--- src/verilog/tsp_pkg.sv ---
package tsp_pkg;

    // ------------------------------------------------------------
    // Clock and timing
    // ------------------------------------------------------------
    localparam int CLK_HZ = 20_000_000;
    localparam int CYC_PER_US = CLK_HZ / 1_000_000;
    localparam int STUCK_TIME_US = 14_000;
    localparam int STUCK_CYCLES = STUCK_TIME_US * CYC_PER_US;
    localparam int NACK_TIME_US = 30_000;
    localparam int NACK_CYCLES = NACK_TIME_US * CYC_PER_US;
    localparam int WAKE_TIME_US = 500;
    localparam int WAKE_CYCLES = WAKE_TIME_US * CYC_PER_US;
    localparam int CNT_W = 20;
    localparam logic [2:0] STRAP_SETTLE = 3'h4;

    // ------------------------------------------------------------
    // Serial link
    // ------------------------------------------------------------
    localparam logic [6:0] SLAVE_ADDR = 7'h12;
    localparam logic [7:0] KEY_STATUS_ADDR = 8'h04;
    localparam logic [7:0] INPUT_STATUS_ADDR = 8'h05;
    localparam logic [7:0] PTR_RESET = 8'h00;

    // ------------------------------------------------------------
    // Register map and fields
    // ------------------------------------------------------------
    localparam logic [7:0] OFF_CTRL = 8'h00;
    localparam logic [7:0] OFF_STATUS = 8'h04;
    localparam logic [7:0] OFF_INT_STATUS = 8'h08;
    localparam logic [7:0] OFF_INT_MASK = 8'h0C;
    localparam logic [7:0] OFF_POINTER = 8'h10;
    localparam int CTRL_LP_BIT = 0;
    localparam int CTRL_SOFT_RST_BIT = 1;
    localparam int EV_WRITE = 0;
    localparam int EV_READ_END = 1;
    localparam int EV_STUCK = 2;
    localparam int EV_CHANGE = 3;
    localparam int EV_W = 4;
    localparam logic [EV_W-1:0] INT_MASK_RESET = 4'h0;

    // ------------------------------------------------------------
    // Types
    // ------------------------------------------------------------
    typedef enum logic [2:0] {
        BUS_IDLE, BUS_RX, BUS_RX_ACK, BUS_TX, BUS_TX_ACK
    } tsp_bus_state_type;

    typedef enum logic [1:0] {PH_ADDR, PH_PTR, PH_DATA} tsp_phase_type;

    typedef struct packed {
        logic wr;
        logic [7:0] addr;
        logic [7:0] wdata;
    } tsp_mem_port_type;

    typedef struct packed {
        logic [5:0] key_mask;
        logic [5:0] keys;
        logic [6:0] inputs;
    } tsp_sense_type;

    typedef struct packed {
        tsp_bus_state_type state;
        tsp_phase_type phase;
        logic [7:0] shift;
        logic [2:0] cnt;
        logic full;
        logic reading;
        logic sda_oe;
        logic [7:0] ptr;
        logic [7:0] last_ptr;
        tsp_mem_port_type mem;
        logic scl_q;
        logic sda_q;
        logic seen_key;
        logic seen_inp;
        logic change;
        logic [5:0] prev_keys;
        logic [6:0] prev_inp;
        logic [5:0] snap_keys;
        logic [6:0] snap_inp;
        logic [2:0] strap_cnt;
        logic standalone;
        logic [CNT_W-1:0] nack_cnt;
        logic lp;
        logic [CNT_W-1:0] wake_cnt;
        logic acquire;
        logic [EV_W-1:0] int_status;
        logic [EV_W-1:0] int_mask;
        logic pready;
        logic [31:0] prdata;
        logic pslverr;
        logic irq;
    } tsp_top_state_type;

endpackage

--- src/verilog/tsp_slave_port.sv ---
`timescale 1ns/1ps
// How it works
// - Only fixed 7-bit address 0x12 is acknowledged.
// - Address with write bit, then pointer byte, are both acknowledged.
// - Each later byte is acknowledged, stored at pointer, pointer steps.
// - Read returns byte at pointer; each host ack sends next address.
// - Host NACK ends the read; host then sends stop.
// - After a read the pointer returns to last written pointer value.
// - Change line pulled low when masked key or input changes.
// - Reading both status bytes releases the change line.
// - If status returned to earlier value, any read releases it.
// - Line low with other line quiet past 14 ms resets bus logic.
// - Standalone operation disables the stuck-bus monitor.
// - Data low and clock high at start selects standalone.
// - Wake from low power waits 500 us before acquisition.
// - Lines are only pulled low or released, never driven high.
// - After soft reset no transfer is acknowledged for 30 ms.
module tsp_slave_port #(
    parameter int STUCK_CYCLES_P = tsp_pkg::STUCK_CYCLES,
    parameter int NACK_CYCLES_P = tsp_pkg::NACK_CYCLES,
    parameter int WAKE_CYCLES_P = tsp_pkg::WAKE_CYCLES
) (
    // APB slave
    input wire logic pclk,
    input wire logic presetn,
    input wire logic psel,
    input wire logic penable,
    input wire logic pwrite,
    input wire logic [7:0] paddr,
    input wire logic [31:0] pwdata,
    output logic [31:0] prdata,
    output logic pready,
    output logic pslverr,
    output logic irq,
    // Serial pins, open drain
    input wire logic scl_i,
    output logic scl_o,
    output logic scl_oe,
    input wire logic sda_i,
    output logic sda_o,
    output logic sda_oe,
    output logic change_notify_line_o,
    output logic change_notify_line_oe,
    // Table access and sensing state
    output tsp_pkg::tsp_mem_port_type mem,
    input wire logic [7:0] mem_rdata,
    input wire tsp_pkg::tsp_sense_type sense,
    output logic acquire_en
);
    tsp_pkg::tsp_top_state_type s;
    tsp_pkg::tsp_top_state_type n;
    logic scl_s;
    logic sda_s;
    logic scl_stuck;
    logic sda_stuck;
    logic mon_en;

    localparam int EV_W_L = tsp_pkg::EV_W;

    // ------------------------------------------------------------
    // Pin synchronisers and stuck-line monitors
    // ------------------------------------------------------------
    tsp_sync2 #(.RST_VAL(1'b1)) u_scl_sync (
        .clk(pclk), .rst_n(presetn), .d(scl_i), .q(scl_s)
    );
    tsp_sync2 #(.RST_VAL(1'b1)) u_sda_sync (
        .clk(pclk), .rst_n(presetn), .d(sda_i), .q(sda_s)
    );
    tsp_stuck_timer #(.LIMIT(STUCK_CYCLES_P)) u_scl_mon (
        .clk(pclk), .rst_n(presetn),
        .enable(mon_en), .line_low(!scl_s),
        .other_changed(sda_s != s.sda_q), .expired(scl_stuck)
    );
    tsp_stuck_timer #(.LIMIT(STUCK_CYCLES_P)) u_sda_mon (
        .clk(pclk), .rst_n(presetn),
        .enable(mon_en), .line_low(!sda_s),
        .other_changed(scl_s != s.scl_q), .expired(sda_stuck)
    );

    logic scl_rise;
    logic scl_fall;
    logic start_c;
    logic stop_c;
    logic nack_active;
    logic strap_done;

    // Bus conditions from synchronised levels
    assign scl_rise = scl_s && !s.scl_q;
    assign scl_fall = !scl_s && s.scl_q;
    assign start_c = scl_s && s.scl_q && s.sda_q && !sda_s;
    assign stop_c = scl_s && s.scl_q && !s.sda_q && sda_s;
    assign nack_active = (s.nack_cnt != '0);
    assign strap_done = (s.strap_cnt == tsp_pkg::STRAP_SETTLE);
    assign mon_en = strap_done && !s.standalone;

    // ------------------------------------------------------------
    // Next-state logic
    // ------------------------------------------------------------
    always_comb begin
        logic apb_take;
        logic apb_done;
        logic soft_rst;
        logic bus_rst;
        logic load;
        logic rd_end;
        logic clr;
        logic chg_evt;
        logic [5:0] cur_keys;
        logic [EV_W_L-1:0] ev;
        n = s;
        apb_take = psel && penable && !s.pready;
        apb_done = psel && penable && s.pready;
        soft_rst = 1'b0;
        bus_rst = 1'b0;
        chg_evt = 1'b0;
        load = 1'b0;
        rd_end = 1'b0;
        clr = 1'b0;
        ev = '0;
        cur_keys = sense.keys & sense.key_mask;
        n.mem.wr = 1'b0;
        n.scl_q = scl_s;
        n.sda_q = sda_s;
        // Register reads, answered one cycle into the access phase
        n.pready = apb_take;
        n.pslverr = 1'b0;
        if (apb_take) begin
            n.prdata = 32'h0000_0000;
            case (paddr)
                tsp_pkg::OFF_CTRL: n.prdata[0] = s.lp;
                tsp_pkg::OFF_STATUS:
                    n.prdata[3:0] = {s.change, s.acquire, nack_active,
                                     s.standalone};
                tsp_pkg::OFF_INT_STATUS: n.prdata[3:0] = s.int_status;
                tsp_pkg::OFF_INT_MASK: n.prdata[3:0] = s.int_mask;
                tsp_pkg::OFF_POINTER: n.prdata[15:0] = {s.last_ptr, s.ptr};
                default: n.pslverr = 1'b1;
            endcase
        end
        // Register writes at the completing edge
        if (apb_done && pwrite) begin
            if (paddr == tsp_pkg::OFF_CTRL) begin
                n.lp = pwdata[tsp_pkg::CTRL_LP_BIT];
                soft_rst = pwdata[tsp_pkg::CTRL_SOFT_RST_BIT];
            end
            if (paddr == tsp_pkg::OFF_INT_MASK) begin
                n.int_mask = pwdata[3:0];
            end
        end
        if (apb_done && !pwrite && paddr == tsp_pkg::OFF_INT_STATUS) begin
            n.int_status = '0;
        end
        // Strap capture after reset release
        if (!strap_done) begin
            n.strap_cnt = s.strap_cnt + 3'h1;
            if (s.strap_cnt == tsp_pkg::STRAP_SETTLE - 3'h1) begin
                n.standalone = !sda_s && scl_s;
            end
        end
        // Soft reset opens the refusal window
        if (soft_rst) begin
            n.nack_cnt = tsp_pkg::CNT_W'(NACK_CYCLES_P);
        end else if (nack_active) begin
            n.nack_cnt = s.nack_cnt - 1'b1;
        end
        // Wake delay before acquisition
        if (s.lp && !n.lp) begin
            n.wake_cnt = tsp_pkg::CNT_W'(WAKE_CYCLES_P);
        end else if (!s.lp && s.wake_cnt != '0) begin
            n.wake_cnt = s.wake_cnt - 1'b1;
        end
        n.acquire = !s.lp && (s.wake_cnt == '0);
        // Serial protocol engine
        bus_rst = scl_stuck || sda_stuck || soft_rst;
        ev[tsp_pkg::EV_STUCK] = scl_stuck || sda_stuck;
        if (bus_rst || s.standalone || !strap_done) begin
            n.state = tsp_pkg::BUS_IDLE;
            n.sda_oe = 1'b0;
            rd_end = s.reading;
        end else if (start_c) begin
            n.state = tsp_pkg::BUS_RX;
            n.phase = tsp_pkg::PH_ADDR;
            n.cnt = 3'h0;
            n.full = 1'b0;
            n.sda_oe = 1'b0;
            rd_end = s.reading;
        end else if (stop_c) begin
            n.state = tsp_pkg::BUS_IDLE;
            n.sda_oe = 1'b0;
            rd_end = s.reading;
        end else begin
            case (s.state)
                tsp_pkg::BUS_RX: begin
                    if (scl_rise) begin
                        n.shift = {s.shift[6:0], sda_s};
                        n.cnt = s.cnt + 3'h1;
                        n.full = (s.cnt == 3'h7);
                    end else if (scl_fall && s.full) begin
                        n.full = 1'b0;
                        n.cnt = 3'h0;
                        n.state = tsp_pkg::BUS_RX_ACK;
                        n.sda_oe = 1'b1;
                        case (s.phase)
                            tsp_pkg::PH_ADDR: begin
                                if (s.shift[7:1] != tsp_pkg::SLAVE_ADDR ||
                                    nack_active) begin
                                    n.state = tsp_pkg::BUS_IDLE;
                                    n.sda_oe = 1'b0;
                                end else if (s.shift[0]) begin
                                    n.reading = 1'b1;
                                    n.seen_key = 1'b0;
                                    n.seen_inp = 1'b0;
                                end else begin
                                    n.phase = tsp_pkg::PH_PTR;
                                end
                            end
                            tsp_pkg::PH_PTR: begin
                                n.ptr = s.shift;
                                n.last_ptr = s.shift;
                                n.phase = tsp_pkg::PH_DATA;
                            end
                            default: begin
                                n.mem.wr = 1'b1;
                                n.mem.wdata = s.shift;
                                n.ptr = s.ptr + 8'h01;
                                ev[tsp_pkg::EV_WRITE] = 1'b1;
                            end
                        endcase
                    end
                end
                tsp_pkg::BUS_RX_ACK: begin
                    if (scl_fall) begin
                        n.sda_oe = 1'b0;
                        n.state = tsp_pkg::BUS_RX;
                        load = s.reading;
                    end
                end
                tsp_pkg::BUS_TX: begin
                    if (scl_fall) begin
                        if (s.cnt == 3'h7) begin
                            n.state = tsp_pkg::BUS_TX_ACK;
                            n.sda_oe = 1'b0;
                        end else begin
                            n.shift = {s.shift[6:0], 1'b0};
                            n.cnt = s.cnt + 3'h1;
                            n.sda_oe = !s.shift[6];
                        end
                    end
                end
                tsp_pkg::BUS_TX_ACK: begin
                    if (scl_rise) begin
                        if (sda_s) begin
                            n.state = tsp_pkg::BUS_IDLE;
                            rd_end = 1'b1;
                        end else begin
                            n.ptr = s.ptr + 8'h01;
                        end
                    end else if (scl_fall) begin
                        load = 1'b1;
                    end
                end
                default: n.state = tsp_pkg::BUS_IDLE;
            endcase
        end
        // Byte load for transmission, with status-read tracking
        if (load) begin
            n.state = tsp_pkg::BUS_TX;
            n.shift = mem_rdata;
            n.cnt = 3'h0;
            n.sda_oe = !mem_rdata[7];
            n.seen_key = s.seen_key || (s.ptr == tsp_pkg::KEY_STATUS_ADDR);
            n.seen_inp = s.seen_inp || (s.ptr == tsp_pkg::INPUT_STATUS_ADDR);
            clr = (n.seen_key && n.seen_inp) ||
                  (cur_keys == s.snap_keys && sense.inputs == s.snap_inp);
        end
        // Read end restores the pointer
        if (rd_end) begin
            n.reading = 1'b0;
            n.ptr = s.last_ptr;
            ev[tsp_pkg::EV_READ_END] = 1'b1;
        end
        n.mem.addr = n.mem.wr ? s.ptr : n.ptr;
        // Change line: set wins over clear
        chg_evt = (cur_keys != s.prev_keys) || (sense.inputs != s.prev_inp);
        n.prev_keys = cur_keys;
        n.prev_inp = sense.inputs;
        if (clr) begin
            n.change = 1'b0;
            n.snap_keys = cur_keys;
            n.snap_inp = sense.inputs;
        end
        if (chg_evt) begin
            n.change = 1'b1;
        end
        ev[tsp_pkg::EV_CHANGE] = chg_evt;
        n.int_status = n.int_status | ev;
        n.irq = |(n.int_status & s.int_mask);
    end

    // ------------------------------------------------------------
    // State register
    // ------------------------------------------------------------
    always_ff @(posedge pclk or negedge presetn) begin
        if (!presetn) begin
            s <= '0;
            s.state <= tsp_pkg::BUS_IDLE;
            s.ptr <= tsp_pkg::PTR_RESET;
            s.last_ptr <= tsp_pkg::PTR_RESET;
            s.mem.addr <= tsp_pkg::PTR_RESET;
            s.scl_q <= 1'b1;
            s.sda_q <= 1'b1;
            s.wake_cnt <= tsp_pkg::CNT_W'(WAKE_CYCLES_P);
            s.int_mask <= tsp_pkg::INT_MASK_RESET;
        end else begin
            s <= n;
        end
    end

    // Outputs straight from state; drive levels and scl_oe tied low
    assign prdata = s.prdata;
    assign pready = s.pready;
    assign pslverr = s.pslverr;
    assign irq = s.irq;
    assign mem = s.mem;
    assign acquire_en = s.acquire;
    assign sda_oe = s.sda_oe;
    assign change_notify_line_oe = s.change;
    assign sda_o = 1'b0;
    assign scl_o = 1'b0;
    assign scl_oe = 1'b0;
    assign change_notify_line_o = 1'b0;
endmodule

--- src/verilog/tsp_sync2.sv ---
`timescale 1ns/1ps
// Two-flop synchroniser for a pin level
module tsp_sync2 #(
    parameter logic RST_VAL = 1'b1
) (
    // Clock and reset
    input wire logic clk,
    input wire logic rst_n,
    // Level in and out
    input wire logic d,
    output logic q
);
    logic [1:0] s;
    logic [1:0] next_s;

    // ------------------------------------------------------------
    // Shift chain
    // ------------------------------------------------------------
    always_comb begin
        next_s = {s[0], d};
    end

    always_ff @(posedge clk or negedge rst_n) begin
        if (!rst_n) begin
            s <= {2{RST_VAL}};
        end else begin
            s <= next_s;
        end
    end

    assign q = s[1];
endmodule

--- src/verilog/tsp_stuck_timer.sv ---
`timescale 1ns/1ps
// Counts how long a line stays low with the other line quiet
module tsp_stuck_timer #(
    parameter int LIMIT = 280000
) (
    // Clock and reset
    input wire logic clk,
    input wire logic rst_n,
    // Line observation
    input wire logic enable,
    input wire logic line_low,
    input wire logic other_changed,
    // One-cycle expiry pulse
    output logic expired
);
    typedef struct packed {
        logic [tsp_pkg::CNT_W-1:0] cnt;
        logic expired;
    } tsp_timer_state_type;

    tsp_timer_state_type s;
    tsp_timer_state_type next_s;

    // ------------------------------------------------------------
    // Counter, held at the limit so it fires once
    // ------------------------------------------------------------
    always_comb begin
        next_s = s;
        next_s.expired = 1'b0;
        if (!enable || !line_low || other_changed) begin
            next_s.cnt = '0;
        end else if (s.cnt != tsp_pkg::CNT_W'(LIMIT)) begin
            next_s.cnt = s.cnt + 1'b1;
            next_s.expired = (s.cnt == tsp_pkg::CNT_W'(LIMIT - 1));
        end
    end

    always_ff @(posedge clk or negedge rst_n) begin
        if (!rst_n) begin
            s <= '0;
        end else begin
            s <= next_s;
        end
    end

    assign expired = s.expired;
endmodule

--- config.mk ---
export PLATFORM = sky130hd
export DESIGN_NAME = tsp_slave_port
export DESIGN_NICKNAME = d
export VERILOG_FILES = /design/src/verilog/tsp_pkg.sv /design/src/verilog/tsp_slave_port.sv /design/src/verilog/tsp_sync2.sv /design/src/verilog/tsp_stuck_timer.sv
export SDC_FILE = /design/constraint.sdc
export NUM_CORES = 1
export LEC_CHECK = 0
export BUFFER_PORTS_ARGS = -buffer_cell sky130_fd_sc_hd__buf_4
export CAP_MARGIN = 40
export CELL_PAD_IN_SITES_DETAIL_PLACEMENT = 1
export CELL_PAD_IN_SITES_GLOBAL_PLACEMENT = 2
export CORE_MARGIN = 3
export CORE_UTILIZATION = 37
export CTS_CLUSTER_DIAMETER = 120
export DETAILED_ROUTE_END_ITERATION = 8
export PLACE_DENSITY = 0.83
export SLEW_MARGIN = 30
export SYNTH_ARGS = -nofsm -noshare
export SYNTH_HDL_FRONTEND = slang
export SYNTH_SLANG_ARGS = --single-unit
--- constraint.sdc ---
create_clock -name pclk -period 3.5 [get_ports pclk]
set_clock_uncertainty 0.2 [all_clocks]
set_input_delay 0.175 -clock pclk [delete_from_list [all_inputs] [get_ports pclk]]
set_output_delay 0.175 -clock pclk [all_outputs]
set_load 0.01 [all_outputs]
==> metrics.txt <==
# TYPE chip_impl_metric gauge
chip_impl_info{name="clockRootBuffer",value="sky130_fd_sc_hd__clkbuf_16"} 1
chip_impl_metric{name="period_needed",unit="ps"} 3250
chip_impl_metric{name="syn-cell-area",unit="µm²"} 10600
chip_impl_metric{name="routed_wl",unit="µm"} 28100
chip_impl_metric{name="design.final.nets",unit=""} 1292
chip_impl_metric{name="setup_viol",unit=""} 0
chip_impl_metric{name="cp_slowest_stage_delay",unit="ps"} 660
chip_impl_metric{name="ys_warn_count",unit=""} 0
chip_impl_metric{name="antenna_left",unit=""} 0
chip_impl_metric{name="ctsHtreeMaxLevel",unit=""} 1
chip_impl_info{name="run_status",value="complete, no violations"} 1
chip_impl_metric{name="ios",unit=""} 133
chip_impl_info{name="tritoncts",value="done"} 1
chip_impl_metric{name="global_route.usage.met2",unit=""} 0.321
chip_impl_metric{name="synthesis.instances",unit=""} 1103
chip_impl_metric{name="initialDrtViolationCount",unit=""} 347
chip_impl_metric{name="ys_seq_area_frac",unit=""} 0.478
chip_impl_metric{name="insertedDiodeCount",unit=""} 0
chip_impl_metric{name="grt.overflow.total",unit=""} 0
chip_impl_metric{name="wire_length_of_the_first_global_routing_pass",unit="µm"} 46600
chip_impl_metric{name="layout_cells_sized_above_1",unit=""} 0.162
chip_impl_metric{name="numPortBuffers",unit=""} 84
chip_impl_metric{name="timing.final.max_slew_violations",unit=""} 0
chip_impl_metric{name="worstPathArrival",unit="ps"} 3450
chip_impl_metric{name="ys_async_sr_fraction",unit=""} 1.00
chip_impl_metric{name="yosysTopAreaCellShare",unit=""} 0.451
chip_impl_metric{name="grt_antenna_before_repair",unit=""} 0
chip_impl_metric{name="fin_util",unit=""} 0.453
chip_impl_metric{name="grtUsageTotal",unit=""} 0.183
chip_impl_metric{name="worst-path-buf-inv",unit=""} 3
chip_impl_info{name="crit_family",value="buffers and inverters"} 1
chip_impl_info{name="setup.worst_path.start_class",value="primary input"} 1
chip_impl_metric{name="worst-path-stages",unit=""} 9
chip_impl_metric{name="max-slew-margin-rel",unit=""} 0.514
chip_impl_metric{name="rows",unit=""} 61
chip_impl_metric{name="start_util",unit=""} 0.378
chip_impl_metric{name="clock_network_latency_to_the_later_pin_of_the_worst_skew_pair",unit="ps"} 530
chip_impl_metric{name="total_leakage_power",unit="µW"} 0.00537
chip_impl_metric{name="synth_area_per_cell",unit="µm²"} 9.60
chip_impl_metric{name="finalHoldViolations",unit=""} 0
chip_impl_metric{name="max_cap_violations",unit=""} 0
chip_impl_metric{name="cts-root-to-sink-buffers",unit=""} 3
chip_impl_metric{name="use_met3",unit=""} 0.0226
chip_impl_info{name="grt_busiest_layer",value="met2"} 1
chip_impl_metric{name="chipHeight",unit="µm"} 175
chip_impl_metric{name="fin_ws",unit="ps"} 245
chip_impl_metric{name="fin_hold_ws",unit="ps"} 13.9
chip_impl_metric{name="ff2ff_path_depth",unit=""} 7
chip_impl_metric{name="cts_buffers",unit=""} 24
chip_impl_metric{name="area_growth",unit="%"} 19.7
chip_impl_metric{name="synth.ff_latch_count",unit=""} 202
chip_impl_metric{name="clock.fmax",unit="MHz"} 307
chip_impl_metric{name="post_route_clock_period_utilization",unit=""} 0.930
chip_impl_info{name="cp_common_cell",value="sky130_fd_sc_hd__dlygate4sd3_1"} 1
chip_impl_metric{name="finalInstanceArea",unit="µm²"} 12700
chip_impl_metric{name="drtPass1Iterations",unit=""} 6
chip_impl_metric{name="post_drt_via_cell_ratio",unit=""} 5.19
chip_impl_info{name="synth_largest_area_cell",value="sky130_fd_sc_hd__dfrtp_1"} 1
chip_impl_metric{name="post_synth_num_cell_types",unit=""} 69
chip_impl_metric{name="dp_slack",unit="ps"} 527
chip_impl_metric{name="post-route-drc-count",unit=""} 0
chip_impl_info{name="flip_flop_cell_with_the_highest_count_after_synthesis",value="sky130_fd_sc_hd__dfrtp_1"} 1
chip_impl_metric{name="worst-endpoint-required",unit="ps"} 3700
chip_impl_metric{name="crit_path_max_fanout",unit=""} 5
chip_impl_info{name="worst_path_max_delay_cell",value="sky130_fd_sc_hd__dlygate4sd3_1"} 1
chip_impl_metric{name="cts.sink_count",unit=""} 202
chip_impl_metric{name="grt_pass1_vias",unit=""} 8791
chip_impl_info{name="hold_path_class",value="in2async"} 1
chip_impl_metric{name="detail_route.wl_per_cell",unit="µm"} 17.6
chip_impl_info{name="setup.worst_path.class",value="in2reg"} 1
chip_impl_metric{name="fp.dieArea",unit="µm²"} 30700
chip_impl_info{name="setup.worst_path.end_class",value="flip-flop"} 1
chip_impl_info{name="synthTopCellsByArea",value="sky130_fd_sc_hd__dfrtp_1 (45%), sky130_fd_sc_hd__nand2_1 (4.5%), sky130_fd_sc_hd__xnor2_1 (3.9%)"} 1
chip_impl_metric{name="grt_start_max_net_pins",unit=""} 75
chip_impl_metric{name="final.setup.tns",unit="ps"} 0
chip_impl_metric{name="grt.met1_usage",unit=""} 0.237
chip_impl_metric{name="synth-edff-count",unit=""} 0
chip_impl_metric{name="coreArea",unit="µm²"} 28000
chip_impl_metric{name="gp_routability_congestion",unit=""} 0.855
chip_impl_metric{name="power.density_cell_area",unit="nW/µm²"} 449
chip_impl_metric{name="vias",unit=""} 8286
chip_impl_metric{name="dp_hpwl",unit="µm"} 19300
chip_impl_metric{name="die-width",unit="µm"} 175
chip_impl_metric{name="postCtsSetupRepairBufs",unit=""} 0
chip_impl_metric{name="irDropWorstVdd",unit="V"} 0.000412
chip_impl_info{name="worstPathCellList",value="dlygate4sd3_1 -> buf_4 -> nor4_1 -> nand4_1 -> or3_1 -> dlygate4sd3_1 -> a211o_1 -> and2_1 -> a2111o_1"} 1
chip_impl_metric{name="detailed_place.area",unit="µm²"} 11400
chip_impl_metric{name="cts.reportedPaths.clkPinSlew",unit="ps"} 60
chip_impl_info{name="rsz0062_at_grt",value="false"} 1
chip_impl_metric{name="worst_pin_slew",unit="ps"} 722
==> cell type report <==
cell class / count / area (µm²)
Fill cell: 3187 / 15300
Sequential cell: 202 / 5070
Multi-Input combinational cell: 791 / 4910
Timing Repair Buffer: 147 / 1230
Clock buffer: 36 / 747
Tap cell: 378 / 473
Inverter: 34 / 128
Clock inverter: 8 / 120
==> metrics by stage <==
step	total power, µW	cells
after global routing	5940	1596
after floorplan	2820	1122
after CTS	5770	1595
after global placement	2980	1508
final	5690	1596
after detailed placement	3000	1508
==> Yosys cell counts, types with 4 or more instances <==
| master | number |
|---|---|
| sky130_fd_sc_hd__a21oi_1 | 39 |
| sky130_fd_sc_hd__a22oi_1 | 22 |
| sky130_fd_sc_hd__dfstp_2 | 11 |
| sky130_fd_sc_hd__o221ai_1 | 11 |
| sky130_fd_sc_hd__and3_1 | 9 |
| sky130_fd_sc_hd__mux2_2 | 19 |
| sky130_fd_sc_hd__nor2_1 | 104 |
| sky130_fd_sc_hd__and4_1 | 8 |
| sky130_fd_sc_hd__a211oi_1 | 5 |
| sky130_fd_sc_hd__or4_1 | 10 |
| sky130_fd_sc_hd__nand3_1 | 37 |
| sky130_fd_sc_hd__xnor2_1 | 47 |
| sky130_fd_sc_hd__or2_2 | 8 |
| sky130_fd_sc_hd__nor2b_1 | 9 |
| sky130_fd_sc_hd__and2_1 | 9 |
| sky130_fd_sc_hd__buf_2 | 4 |
| sky130_fd_sc_hd__ha_1 | 18 |
| sky130_fd_sc_hd__or3_1 | 17 |
| sky130_fd_sc_hd__o21ai_0 | 45 |
| sky130_fd_sc_hd__nand2b_1 | 17 |
| sky130_fd_sc_hd__buf_4 | 53 |
| sky130_fd_sc_hd__nand4_1 | 13 |
| sky130_fd_sc_hd__inv_1 | 34 |
| sky130_fd_sc_hd__mux2i_1 | 17 |
| sky130_fd_sc_hd__nor3b_1 | 5 |
| sky130_fd_sc_hd__a22o_1 | 15 |
| sky130_fd_sc_hd__clkbuf_1 | 36 |
| sky130_fd_sc_hd__nor4_1 | 22 |
| sky130_fd_sc_hd__dfrtp_1 | 191 |
| sky130_fd_sc_hd__nand2_1 | 126 |
| sky130_fd_sc_hd__nor4b_1 | 4 |
| sky130_fd_sc_hd__o22ai_1 | 15 |
| sky130_fd_sc_hd__nor3_1 | 24 |
| sky130_fd_sc_hd__xor2_1 | 42 |
| sky130_fd_sc_hd__nand3b_1 | 6 |
==> per-layer routing <==
metal,up-vias,part of all wire
li1,3975,-
met1,4142,0.44
met2,121,0.50
met3,48,0.031
met4,0,0.031
met5,-,0
==> cell usage in the layout, fill, tap and decap left out, types with 17 or more instances in the layout <==
master / Yosys / routed
sky130_fd_sc_hd__mux2_2: 19 / 19
sky130_fd_sc_hd__nand2_1: 126 / 126
sky130_fd_sc_hd__mux2i_1: 17 / 17
sky130_fd_sc_hd__nor2_1: 104 / 104
sky130_fd_sc_hd__clkbuf_16: 0 / 25
sky130_fd_sc_hd__buf_4: 53 / 101
sky130_fd_sc_hd__ha_1: 18 / 18
sky130_fd_sc_hd__dlygate4sd3_1: 0 / 43
sky130_fd_sc_hd__a22oi_1: 22 / 22
sky130_fd_sc_hd__inv_1: 34 / 34
sky130_fd_sc_hd__conb_1: 1 / 20
sky130_fd_sc_hd__a21oi_1: 39 / 39
sky130_fd_sc_hd__dfrtp_1: 191 / 191
sky130_fd_sc_hd__nand3_1: 37 / 37
sky130_fd_sc_hd__nor4_1: 22 / 22
sky130_fd_sc_hd__xor2_1: 42 / 42
sky130_fd_sc_hd__o21ai_0: 45 / 45
sky130_fd_sc_hd__nor3_1: 24 / 24
sky130_fd_sc_hd__nand2b_1: 17 / 17
sky130_fd_sc_hd__or3_1: 17 / 17
sky130_fd_sc_hd__xnor2_1: 47 / 47
==> report_power, final <==
part | total [µW] | leakage [µW] | internal, µW | switching (µW)
Clock | 2690 | 0.000424 | 1690 | 1000
Combinational | 428 | 0.00236 | 194 | 235
Sequential | 2570 | 0.00259 | 2450 | 124
==> what timing repair did <==
action | 4_1_cts | 5_1_grt
hold buffers | 43 | 0
hold endpoints to repair | 206 | 0
gates resized for setup | 0 | 1
setup endpoints to repair | 0 | 1
==> sequential cells by signal (all words and copies together) (netlist names), 2 cells and up <==
name / flops
u_scl_mon.s: 20
u_sda_sync.s: 2
u_scl_sync.s: 2
prdata: 16
s: 117
u_sda_mon.s: 20
mem: 17
==> path summary, 6_finish.rpt <==
kind | slack (ps) | from | to
min reg2reg | 160 | u_scl_sync.s[0] | u_scl_sync.s[1]
min in group pclk | 30 | paddr[1] | prdata[2]
max reg2reg | 480 | s[85] | mem[9]
max | 250 | paddr[5] | irq
min | 10 | presetn | s[92]
max in group asynchronous | 2050 | presetn | s[118]
==> worst register-to-register path: stages, from the launching register on <==
cell	delay (ps)
sky130_fd_sc_hd__dfrtp_1	440
sky130_fd_sc_hd__or3_1	430
sky130_fd_sc_hd__or2_2	320
sky130_fd_sc_hd__nor4_1	620
sky130_fd_sc_hd__a21oi_1	240
sky130_fd_sc_hd__buf_4	230
sky130_fd_sc_hd__and3_1	160
sky130_fd_sc_hd__o31ai_1	290
==> logic make-up after synthesis <==
group / synth area share
AOI/OAI and AO/OA: 0.113
xor gates and xnor gates: 0.0736
adders and majority gates: 0.0213
buffers and inverters: 0.0650
DFF: 0.478
muxes: 0.0363
other: 0.000354
and+or+nand+nor: 0.212
Power figures use the tool's default switching activity.
